**src/common/occ_params.svh**
```systemverilog
// Register offsets, field positions, reset values and timing counts for the clock control block.
`ifndef OCC_PARAMS_SVH
`define OCC_PARAMS_SVH
`define OCC_RC_OFF          12'h020
`define OCC_LOOP_OFF        12'h024
`define OCC_STAT_OFF        12'h00C
`define OCC_RC_RESET        32'h87070382
`define OCC_LOOP_RESET      16'h0080
`define OCC_RC_WMASK        32'h0FFF03C2
`define OCC_LOOP_WMASK      16'h0FDE
`define OCC_TRIM_LSB        16
`define OCC_TRIM_MSB        27
`define OCC_DIV_LSB         8
`define OCC_DIV_MSB         9
`define OCC_REQGATE_BIT     7
`define OCC_KEEPRUN_BIT     6
`define OCC_EN_BIT          1
`define OCC_HOLDLOCK_BIT    11
`define OCC_SKIPCOARSE_BIT  10
`define OCC_FASTOFF_BIT     9
`define OCC_COOLOFF_BIT     8
`define OCC_DROPLOCK_BIT    4
`define OCC_STABLE_BIT      3
`define OCC_MODE_BIT        2
`define OCC_STARTUP_NS      80
`define OCC_STARTUP_CYC     ((`OCC_STARTUP_NS + 9) / 10)
`define OCC_SYNC_NS         40
`define OCC_SYNC_CYC        ((`OCC_SYNC_NS + 9) / 10)
`endif

```
**src/common/occ_pkg.sv**
```systemverilog
// Types shared by the clock control block.
package occ_pkg;
	typedef enum logic [3:0] {
		OCC_OFF      = 4'b0001,
		OCC_STARTING = 4'b0010,
		OCC_ON       = 4'b0100,
		OCC_STOPPING = 4'b1000
	} occ_rc_state_t;
	typedef logic [1:0] occ_div_t;
endpackage

```
**src/common/occ_div_if.sv**
```systemverilog
// Interface that carries the divider setting and the divided output.
`timescale 1ns/1ps
interface occ_div_if;
	logic             run;
	occ_pkg::occ_div_t sel;
	logic             tick;
	modport ctrl (output run, output sel, input tick);
	modport div  (input run, input sel, output tick);
endinterface

```
**src/verilog/occ_divider.sv**
```systemverilog
// Output divider of the RC oscillator.
`timescale 1ns/1ps
module occ_divider (
	// Clock and reset.
	input  wire logic aclk,
	input  wire logic aresetn,
	// Divider control.
	occ_div_if.div    dv
);
	import occ_pkg::*;
	logic [2:0] cnt;
	logic [2:0] next_cnt;
	logic       tick;
	logic       next_tick;

	// Counts cycles and pulses once every 1, 2, 4 or 8 cycles.
	always_comb begin
		logic [2:0] top;
		top = 3'((4'h1 << dv.sel) - 4'h1);
		next_cnt = cnt;
		next_tick = 1'b0;
		if (!dv.run) begin
			next_cnt = 3'h0;
		end else if (cnt >= top) begin
			next_cnt = 3'h0;
			next_tick = 1'b1;
		end else begin
			next_cnt = cnt + 3'h1;
		end
	end

	// Registers the divider state.
	always_ff @(posedge aclk) begin
		if (!aresetn) begin
			cnt <= 3'h0;
			tick <= 1'b0;
		end else begin
			cnt <= next_cnt;
			tick <= next_tick;
		end
	end
	assign dv.tick = tick;

	property p_div8;
		@(posedge aclk) disable iff (!aresetn)
		(dv.run && dv.sel == 2'h3 && tick) ##1 (dv.run && dv.sel == 2'h3) [*7]
			|-> !tick;
	endproperty
	a_div8: assert property (p_div8) else $error("Divide by eight ticked early.");
endmodule

```
**src/verilog/occ_clock_ctrl.sv**
```systemverilog
// Control registers and run gating of the RC and loop oscillators.
//
// Design decision made here: the AXI4-Lite interface to the registers.
`timescale 1ns/1ps
`include "occ_params.svh"
module occ_clock_ctrl #(
	parameter logic [11:0] TRIM_FACTORY = 12'h707
) (
	// Clock and reset.
	input  wire logic        aclk,
	input  wire logic        aresetn,
	// AXI4-Lite write channels.
	input  wire logic [11:0] s_axi_awaddr,
	input  wire logic        s_axi_awvalid,
	output logic             s_axi_awready,
	input  wire logic [31:0] s_axi_wdata,
	input  wire logic [3:0]  s_axi_wstrb,
	input  wire logic        s_axi_wvalid,
	output logic             s_axi_wready,
	output logic [1:0]       s_axi_bresp,
	output logic             s_axi_bvalid,
	input  wire logic        s_axi_bready,
	// AXI4-Lite read channels.
	input  wire logic [11:0] s_axi_araddr,
	input  wire logic        s_axi_arvalid,
	output logic             s_axi_arready,
	output logic [31:0]      s_axi_rdata,
	output logic [1:0]       s_axi_rresp,
	output logic             s_axi_rvalid,
	input  wire logic        s_axi_rready,
	// System inputs from outside the clock domain.
	input  wire logic        rc_clock_request,
	input  wire logic        loop_clock_request,
	input  wire logic        standby_sleep,
	input  wire logic        loop_locked,
	// RC oscillator controls.
	output logic             rc_run,
	output logic [11:0]      rc_trim,
	output logic             rc_divided_tick,
	// Loop oscillator controls.
	output logic             loop_run,
	output logic             loop_output_gate,
	output logic             loop_hold_until_locked,
	output logic             loop_skip_coarse,
	output logic             loop_fast_acquire,
	output logic             loop_cool_cycles,
	output logic             loop_drop_locks,
	output logic             loop_freeze_fine,
	output logic             loop_closed_loop
);
	import occ_pkg::*;

	localparam int STARTUP_CYC = `OCC_STARTUP_CYC;
	localparam int SYNC_CYC    = `OCC_SYNC_CYC;
	localparam logic [31:0] RC_RESET = `OCC_RC_RESET & `OCC_RC_WMASK;

	// Two-flop synchronisers for asynchronous inputs.
	logic [3:0] sync1;
	logic [3:0] sync2;
	always_ff @(posedge aclk) begin
		if (!aresetn) begin
			sync1 <= 4'h0;
			sync2 <= 4'h0;
		end else begin
			sync1 <= {loop_locked, standby_sleep, loop_clock_request, rc_clock_request};
			sync2 <= sync1;
		end
	end
	logic rc_req;
	logic lp_req;
	logic asleep;
	logic locked;
	assign rc_req = sync2[0];
	assign lp_req = sync2[1];
	assign asleep = sync2[2];
	assign locked = sync2[3];

	// Decides whether an oscillator runs from enable, gating and sleep.
	function automatic logic want_run(input logic en, input logic gated, input logic keep,
			input logic req, input logic slp);
		logic r;
		r = en && (!gated || req);
		if (slp && !keep) begin
			r = 1'b0;
		end
		return r;
	endfunction

	// Register state.
	logic [31:0]   rc_reg;
	logic [15:0]   loop_reg;
	occ_rc_state_t rc_st;
	logic [3:0]    rc_cnt;
	logic          loop_en_act;
	logic [3:0]    sync_cnt;
	logic          loop_ready;
	logic          loop_stopped;
	logic          aw_hold;
	logic [11:0]   aw_addr;
	logic          w_hold;
	logic [31:0]   w_data;
	logic          bvalid;
	logic [1:0]    bresp;
	logic          rvalid;
	logic [31:0]   rdata;
	logic [1:0]    rresp;
	logic [31:0]   next_rc_reg;
	logic [15:0]   next_loop_reg;
	occ_rc_state_t next_rc_st;
	logic [3:0]    next_rc_cnt;
	logic          next_loop_en_act;
	logic [3:0]    next_sync_cnt;
	logic          next_loop_ready;
	logic          next_loop_stopped;
	logic          next_aw_hold;
	logic [11:0]   next_aw_addr;
	logic          next_w_hold;
	logic [31:0]   next_w_data;
	logic          next_bvalid;
	logic [1:0]    next_bresp;
	logic          next_rvalid;
	logic [31:0]   next_rdata;
	logic [1:0]    next_rresp;
	logic          do_write;
	logic          rc_want;
	logic          lp_want;

	assign s_axi_awready = !aw_hold && !bvalid;
	assign s_axi_wready  = !w_hold && !bvalid;
	assign s_axi_arready = !rvalid;
	assign do_write = aw_hold && w_hold && !bvalid;

	// Computes next values for registers, oscillator states and bus channels.
	always_comb begin
		logic [31:0] wd;
		wd = w_data;
		next_rc_reg = rc_reg;
		next_loop_reg = loop_reg;
		next_rc_st = rc_st;
		next_rc_cnt = rc_cnt;
		next_loop_en_act = loop_en_act;
		next_sync_cnt = sync_cnt;
		next_loop_ready = loop_ready;
		next_loop_stopped = loop_stopped;
		next_aw_hold = aw_hold;
		next_aw_addr = aw_addr;
		next_w_hold = w_hold;
		next_w_data = w_data;
		next_bvalid = bvalid;
		next_bresp = bresp;
		next_rvalid = rvalid;
		next_rdata = rdata;
		next_rresp = rresp;
		rc_want = 1'b0;
		lp_want = 1'b0;
		if (s_axi_awvalid && s_axi_awready) begin
			next_aw_hold = 1'b1;
			next_aw_addr = s_axi_awaddr;
		end
		if (s_axi_wvalid && s_axi_wready) begin
			next_w_hold = 1'b1;
			next_w_data = s_axi_wdata;
		end
		if (bvalid && s_axi_bready) begin
			next_bvalid = 1'b0;
		end
		// Loop enable takes effect after the synchronisation delay.
		// Counted before the write decode so that a new enable change restarts the count.
		if (sync_cnt != 4'h0) begin
			next_sync_cnt = sync_cnt - 4'h1;
			if (sync_cnt == 4'h1) begin
				next_loop_en_act = loop_reg[`OCC_EN_BIT];
				next_loop_ready = 1'b1;
			end
		end
		// Write decode; reserved bits are masked off.
		if (do_write) begin
			next_aw_hold = 1'b0;
			next_w_hold = 1'b0;
			next_bvalid = 1'b1;
			next_bresp = 2'h0;
			if (aw_addr == `OCC_RC_OFF) begin
				next_rc_reg = wd & `OCC_RC_WMASK;
			end else if (aw_addr == `OCC_LOOP_OFF) begin
				next_loop_reg = wd[15:0] & `OCC_LOOP_WMASK;
				if (wd[`OCC_EN_BIT] != loop_reg[`OCC_EN_BIT]) begin
					next_sync_cnt = 4'(SYNC_CYC);
					next_loop_ready = 1'b0;
				end
			end else if (aw_addr == `OCC_STAT_OFF) begin
				next_bresp = 2'h0;
			end else begin
				next_bresp = 2'h2;
			end
		end
		// RC oscillator start and stop sequencing.
		rc_want = want_run(rc_reg[`OCC_EN_BIT], rc_reg[`OCC_REQGATE_BIT],
			rc_reg[`OCC_KEEPRUN_BIT], rc_req, asleep);
		case (rc_st)
			OCC_OFF: begin
				if (rc_want) begin
					next_rc_st = OCC_STARTING;
					next_rc_cnt = 4'(STARTUP_CYC);
				end
			end
			OCC_STARTING: begin
				if (rc_cnt <= 4'h1) begin
					next_rc_st = OCC_ON;
				end else begin
					next_rc_cnt = rc_cnt - 4'h1;
				end
			end
			OCC_ON: begin
				if (!rc_want) begin
					next_rc_st = OCC_STOPPING;
					next_rc_cnt = 4'(STARTUP_CYC);
				end
			end
			OCC_STOPPING: begin
				if (rc_cnt <= 4'h1) begin
					next_rc_st = OCC_OFF;
				end else begin
					next_rc_cnt = rc_cnt - 4'h1;
				end
			end
			default: begin
				next_rc_st = OCC_OFF;
			end
		endcase
		// Loop oscillator gating and stop tracking for lock loss on wake.
		lp_want = want_run(loop_en_act, loop_reg[`OCC_REQGATE_BIT],
			loop_reg[`OCC_KEEPRUN_BIT], lp_req, asleep);
		if (asleep && !lp_want && loop_en_act) begin
			next_loop_stopped = 1'b1;
		end else if (!asleep) begin
			next_loop_stopped = 1'b0;
		end
		// Read decode.
		if (rvalid && s_axi_rready) begin
			next_rvalid = 1'b0;
		end
		if (s_axi_arvalid && s_axi_arready) begin
			next_rvalid = 1'b1;
			next_rresp = 2'h0;
			if (s_axi_araddr == `OCC_RC_OFF) begin
				next_rdata = rc_reg;
				// Enable reads one while on or stopping, zero while off or starting.
				next_rdata[`OCC_EN_BIT] = (rc_st == OCC_ON) || (rc_st == OCC_STOPPING);
			end else if (s_axi_araddr == `OCC_LOOP_OFF) begin
				next_rdata = {16'h0000, loop_reg};
			end else if (s_axi_araddr == `OCC_STAT_OFF) begin
				next_rdata = {29'h0, loop_en_act, loop_ready, rc_st == OCC_ON};
			end else begin
				next_rdata = 32'h00000000;
				next_rresp = 2'h2;
			end
		end
	end

	// Registers the control, sequencing and bus state; the trim field preloads from factory calibration.
	always_ff @(posedge aclk) begin
		if (!aresetn) begin
			rc_reg <= {RC_RESET[31:`OCC_TRIM_MSB + 1], TRIM_FACTORY, RC_RESET[`OCC_TRIM_LSB - 1:0]};
			loop_reg <= `OCC_LOOP_RESET;
			rc_st <= OCC_OFF;
			rc_cnt <= 4'h0;
			loop_en_act <= 1'b0;
			sync_cnt <= 4'h0;
			loop_ready <= 1'b1;
			loop_stopped <= 1'b0;
			aw_hold <= 1'b0;
			aw_addr <= 12'h000;
			w_hold <= 1'b0;
			w_data <= 32'h00000000;
			bvalid <= 1'b0;
			bresp <= 2'h0;
			rvalid <= 1'b0;
			rdata <= 32'h00000000;
			rresp <= 2'h0;
		end else begin
			rc_reg <= next_rc_reg;
			loop_reg <= next_loop_reg;
			rc_st <= next_rc_st;
			rc_cnt <= next_rc_cnt;
			loop_en_act <= next_loop_en_act;
			sync_cnt <= next_sync_cnt;
			loop_ready <= next_loop_ready;
			loop_stopped <= next_loop_stopped;
			aw_hold <= next_aw_hold;
			aw_addr <= next_aw_addr;
			w_hold <= next_w_hold;
			w_data <= next_w_data;
			bvalid <= next_bvalid;
			bresp <= next_bresp;
			rvalid <= next_rvalid;
			rdata <= next_rdata;
			rresp <= next_rresp;
		end
	end

	// Trim preload at first clocked cycle after reset release.
	logic trim_loaded;
	logic next_trim_loaded;
	logic [11:0] trim_init;
	always_comb begin
		next_trim_loaded = 1'b1;
	end
	always_ff @(posedge aclk) begin
		if (!aresetn) begin
			trim_loaded <= 1'b0;
		end else begin
			trim_loaded <= next_trim_loaded;
		end
	end
	assign trim_init = TRIM_FACTORY;

	// Output drives from registered state.
	assign s_axi_bvalid = bvalid;
	assign s_axi_bresp = bresp;
	assign s_axi_rvalid = rvalid;
	assign s_axi_rdata = rdata;
	assign s_axi_rresp = rresp;
	assign rc_run = (rc_st != OCC_OFF);
	assign rc_trim = trim_loaded ? rc_reg[`OCC_TRIM_MSB:`OCC_TRIM_LSB] : trim_init;
	assign loop_run = want_run(loop_en_act, loop_reg[`OCC_REQGATE_BIT],
		loop_reg[`OCC_KEEPRUN_BIT], lp_req, asleep);
	assign loop_output_gate = loop_run && (!loop_reg[`OCC_HOLDLOCK_BIT] || locked);
	assign loop_hold_until_locked = loop_reg[`OCC_HOLDLOCK_BIT];
	assign loop_skip_coarse = loop_reg[`OCC_SKIPCOARSE_BIT];
	assign loop_fast_acquire = !loop_reg[`OCC_FASTOFF_BIT];
	assign loop_cool_cycles = !loop_reg[`OCC_COOLOFF_BIT];
	assign loop_drop_locks = loop_reg[`OCC_DROPLOCK_BIT] && loop_stopped && !asleep;
	assign loop_freeze_fine = loop_reg[`OCC_STABLE_BIT] && locked;
	assign loop_closed_loop = loop_reg[`OCC_MODE_BIT];

	// Divider of the RC output.
	occ_div_if dvi ();
	assign dvi.run = (rc_st == OCC_ON);
	assign dvi.sel = rc_reg[`OCC_DIV_MSB:`OCC_DIV_LSB];
	assign rc_divided_tick = dvi.tick;
	occ_divider u_div (
		.aclk    (aclk),
		.aresetn (aresetn),
		.dv      (dvi.div)
	);

	property p_sleep_off;
		@(posedge aclk) disable iff (!aresetn)
		(asleep && !loop_reg[`OCC_KEEPRUN_BIT]) |-> !loop_run;
	endproperty
	a_sleep_off: assert property (p_sleep_off) else $error("Loop ran asleep.");
	property p_gated;
		@(posedge aclk) disable iff (!aresetn)
		(loop_reg[`OCC_REQGATE_BIT] && !lp_req) |-> !loop_run;
	endproperty
	a_gated: assert property (p_gated) else $error("Loop ran without request.");
	property p_free;
		@(posedge aclk) disable iff (!aresetn)
		(loop_en_act && !loop_reg[`OCC_REQGATE_BIT] && !asleep) |-> loop_run;
	endproperty
	a_free: assert property (p_free) else $error("Loop stopped while free running.");
	property p_keep;
		@(posedge aclk) disable iff (!aresetn)
		(loop_en_act && asleep && loop_reg[`OCC_KEEPRUN_BIT] && !loop_reg[`OCC_REQGATE_BIT])
			|-> loop_run;
	endproperty
	a_keep: assert property (p_keep) else $error("Loop stopped asleep with keep.");
	property p_rc_start;
		@(posedge aclk) disable iff (!aresetn)
		(rc_st == OCC_OFF && next_rc_st == OCC_STARTING) |=> (rc_st == OCC_STARTING) [*8];
	endproperty
	a_rc_start: assert property (p_rc_start) else $error("RC started too soon.");
	property p_sync;
		@(posedge aclk) disable iff (!aresetn)
		(do_write && aw_addr == `OCC_LOOP_OFF && w_data[`OCC_EN_BIT] != loop_reg[`OCC_EN_BIT])
			|=> !loop_ready ##4 loop_ready;
	endproperty
	a_sync: assert property (p_sync) else $error("Loop enable sync delay wrong.");
	property p_lock_gate;
		@(posedge aclk) disable iff (!aresetn)
		(loop_reg[`OCC_HOLDLOCK_BIT] && !locked) |-> !loop_output_gate;
	endproperty
	a_lock_gate: assert property (p_lock_gate) else $error("Output before lock.");
	property p_resv;
		@(posedge aclk) disable iff (!aresetn)
		1'b1 |-> (loop_reg[15:12] == 4'h0 && rc_reg[15:10] == 6'h00);
	endproperty
	a_resv: assert property (p_resv) else $error("Reserved bit set.");
endmodule

```
**config.mk**
```make
export PLATFORM = sky130hd
export DESIGN_NAME = occ_clock_ctrl
export DESIGN_NICKNAME = d
export VERILOG_FILES = /design/src/common/occ_pkg.sv /design/src/common/occ_div_if.sv /design/src/verilog/occ_divider.sv /design/src/verilog/occ_clock_ctrl.sv
export VERILOG_INCLUDE_DIRS = /design/src /design/src/common
export SDC_FILE = /design/constraint.sdc
export NUM_CORES = 1
export LEC_CHECK = 0
export BUFFER_PORTS_ARGS = -buffer_cell sky130_fd_sc_hd__clkbuf_2
export CAP_MARGIN = 20
export CELL_PAD_IN_SITES_DETAIL_PLACEMENT = 1
export CELL_PAD_IN_SITES_GLOBAL_PLACEMENT = 1
export CORE_UTILIZATION = 34
export CTS_BUF_LIST = sky130_fd_sc_hd__clkbuf_4 sky130_fd_sc_hd__clkbuf_8 sky130_fd_sc_hd__clkbuf_16
export DETAILED_ROUTE_END_ITERATION = 12
export PLACE_DENSITY_LB_ADDON = 0.08
export SYNTH_ARGS = -nofsm -noshare
export SYNTH_HDL_FRONTEND = slang
export SYNTH_SLANG_ARGS = --single-unit
```
**constraint.sdc**
```tcl
create_clock -name aclk -period 1.8 [get_ports aclk]
set_clock_uncertainty 0.05 [all_clocks]
set_input_delay 0.27 -clock aclk [delete_from_list [all_inputs] [get_ports aclk]]
set_output_delay 0.27 -clock aclk [all_outputs]
set_load 0.05 [all_outputs]
```
==> metrics.csv <==
metric;value;unit
yosysSeqAreaShare;47.2;%
rsz0062_at_grt;yes;
fin_crit;1.90;ns
synthArstFlopShare;0;%
holdBufCountCts;0;
fin_nets;812;
internal_power;5020;uW
cp-start-kind;register;
dieWidth;123;um
antenna_cells;0;
cellLeakagePower;0.00280;uW
status;finished, violations left;
overflow;0;
cpMaxStageDelayCell;or4b_4;
syn_to_final_growth;32.4;%
grt_pass1_vias;4649;
clockBufferDepth;2;
first_iter_violations;197;
io_pins;135;
pwr-share-comb;12.9;%
hold_path_class;in -> reg;
max_slew_margin;63.4;%
min_period_over_period;105;%
hold_depth;2;
netlist_area;5010;um^2
arrival;1.58;ns
critical_path_depth;3;
fmax;528;MHz
cpLargestDelayFamily;simple AND/OR/NAND/NOR gates;
power_frac_seq;41.4;%
swShare;26.4;%
cts_tree;done;
hold_viol;0;
grt_max_degree;40;
crit_required;1.48;ns
cts-buffers-inserted;17;
viasPerCell;4.99;
vias;4620;
r2r_cells;4;
syn_inst;602;
ys_warn_count;0;
htreeDepth;4;
whs;0.0170;ns
largest_reg_flops;23;
cp_num_buf_inv;2;
maxCapViolations;0;
syn_avg_cell_area;8.32;um^2
clock_sinks;118;
worst_slew_pin_slew;0.545;ns
die_area;15200;um^2
power_density;1030;nW/um^2
path_cells;or4b_4 -> buf_6 -> clkbuf_16;
synthTopCellsByCount;133 x nand2_1, 118 x dfxtp_1, 61 x a21oi_1, 30 x clkbuf_1, 22 x inv_1;
core;14100;um^2
drt_wl_total;14000;um
fp-row-count;43;
crit_path_end_kind;output pin;
cts.clk_slew.worst_paths;0.05;ns
antenna_found_initial;0;
drive_gt1_share;28.7;%
violations;setup timing;
grt_use_total;19.6;%
setup_viol;3;
switchingPower;1810;uW
critPathKind;reg -> out;
die_h;123;um
ys_types;51;
irDropWorstVdd;0.613;mV
dr.pass1.iters;5;
synth_top_cell_area_share;47.2;%
synthMostInstantiatedCell;nand2_1;
synthTopCellsByArea;dfxtp_1 47%, nand2_1 10%, a21oi_1 6.1%, mux2i_1 3.4%, and2_1 2.6%;
layout_setup_ws;-0.0953;ns
post-place-ws;-0.119;ns
ys_ff_latch;118;
ant_nets;0;
drc_errors;0;
path_max_fanout;2;
instances_no_fill;925;
hpwl;10300;um
yosysTopAreaCell;dfxtp_1;
routabilityCongestion;0.733;
cts_root_buf;clkbuf_16;
synth_flop_cell;dfxtp_1;
clk_latency;0.41;ns
max_stage_delay;0.55;ns
grt_first_pass_wirelength;22800;um
io_buffer_count;109;
start_util;35.5;%
nFillCells;1715;
synth_edf_count;0;
drv_slew;0;
clkPwrFrac;45.6;%
dp_cells;893;
wl_per_cell;15.1;um
## power by group through the flow
stage | combinational, uW | sequential, uW | clock, uW
6_report | 883 | 2830 | 3120
5_1_grt | 974 | 2840 | 3280
4_1_cts | 876 | 2830 | 3180
3_5_place_dp | 854 | 2880 | 0
3_3_place_gp | 825 | 2870 | 0
2_1_floorplan | 553 | 2900 | 0
## layout make-up
class / count / area, um^2 / area share, %
Clock buffer: 21 / 462 / 6.97
Clock inverter: 10 / 82.6 / 1.25
Inverter: 22 / 82.6 / 1.25
Multi-Input combinational cell: 423 / 2460 / 37.2
Sequential cell: 118 / 2370 / 35.8
Tap cell: 180 / 225 / 3.40
Timing Repair Buffer: 151 / 941 / 14.2
## cells by family (layout without fill, tap and decap cells)
kind of cell / count (synthesis) / after routing / share of synthesized area, %
other cells: 1 / 11 / 0.0749
buf+inv: 71 / 204 / 6.40
simple gates: 257 / 257 / 25.0
flops: 118 / 118 / 47.2
compound gates: 125 / 125 / 15.0
mux: 17 / 17 / 3.40
fa+ha+maj: 8 / 8 / 2.00
xor+xnor: 5 / 5 / 0.875
## what timing repair did
item	in CTS	in global routing
setup buffers	0	1
gates resized for setup	9	17
pin swaps	0	7
setup endpoints to repair	8	37
## path summary, 6_finish.rpt
path / endpoint / start / slack [ns]
worst max register to register: rc_cnt[2] / rc_st[3] / -0.05
worst max-delay path: rc_run / rc_st[2] / -0.1
worst min register to register: sync2[1] / sync1[1] / 0.38
worst min-delay path: sync1[2] / standby_sleep / 0.02
## cells in the final DEF, fill, tap and decap left out, types with 3 or more instances in the layout
cell type	count
clkbuf_4	4
a21oi_1	60
nor2b_1	7
a21o_1	3
conb_1	11
nor2_1	15
nor4_2	4
or2_2	5
and2_1	20
nand2_1	133
buf_4	36
clkbuf_2	107
inv_1	21
mux2i_1	17
and3_1	6
clkbuf_16	18
clkinvlp_4	3
nand4_1	6
nand2b_1	16
nand3_1	9
xor2_1	3
buf_12	4
o22ai_1	3
nor3_1	4
dfxtp_2	6
o211ai_1	6
o2111ai_1	3
nor4_1	8
clkinv_2	6
a31oi_1	12
a32oi_1	9
o21ai_0	16
ha_1	8
dfxtp_1	112
## stage by stage
| stage | power [uW] | TNS [ns] | utilization [%] | area, um^2 |
|---|---|---|---|---|
| 2_1_floorplan | 3450 | -0.181 | - | 5060 |
| 3_5_place_dp | 3730 | -1.76 | 42.2 | 5950 |
| 4_1_cts | 6890 | -0.196 | 46.4 | 6540 |
| 5_1_grt | 7100 | -0.335 | 47.0 | 6630 |
| 6_report | 6830 | -0.187 | 47.0 | 6630 |
| 3_3_place_gp | 3700 | -0.908 | 42.2 | 5950 |
## per-layer routing
metal / global-route usage [%] / part of all wire, % / routed length [um]
met1: 25.2 / 48 / 6760
met2: 31.6 / 46 / 6460
met3: 4.84 / 4.1 / 578
met4: 7.61 / 1.5 / 204
met5: 0 / 0 / 0
Power figures use the tool's default switching activity.
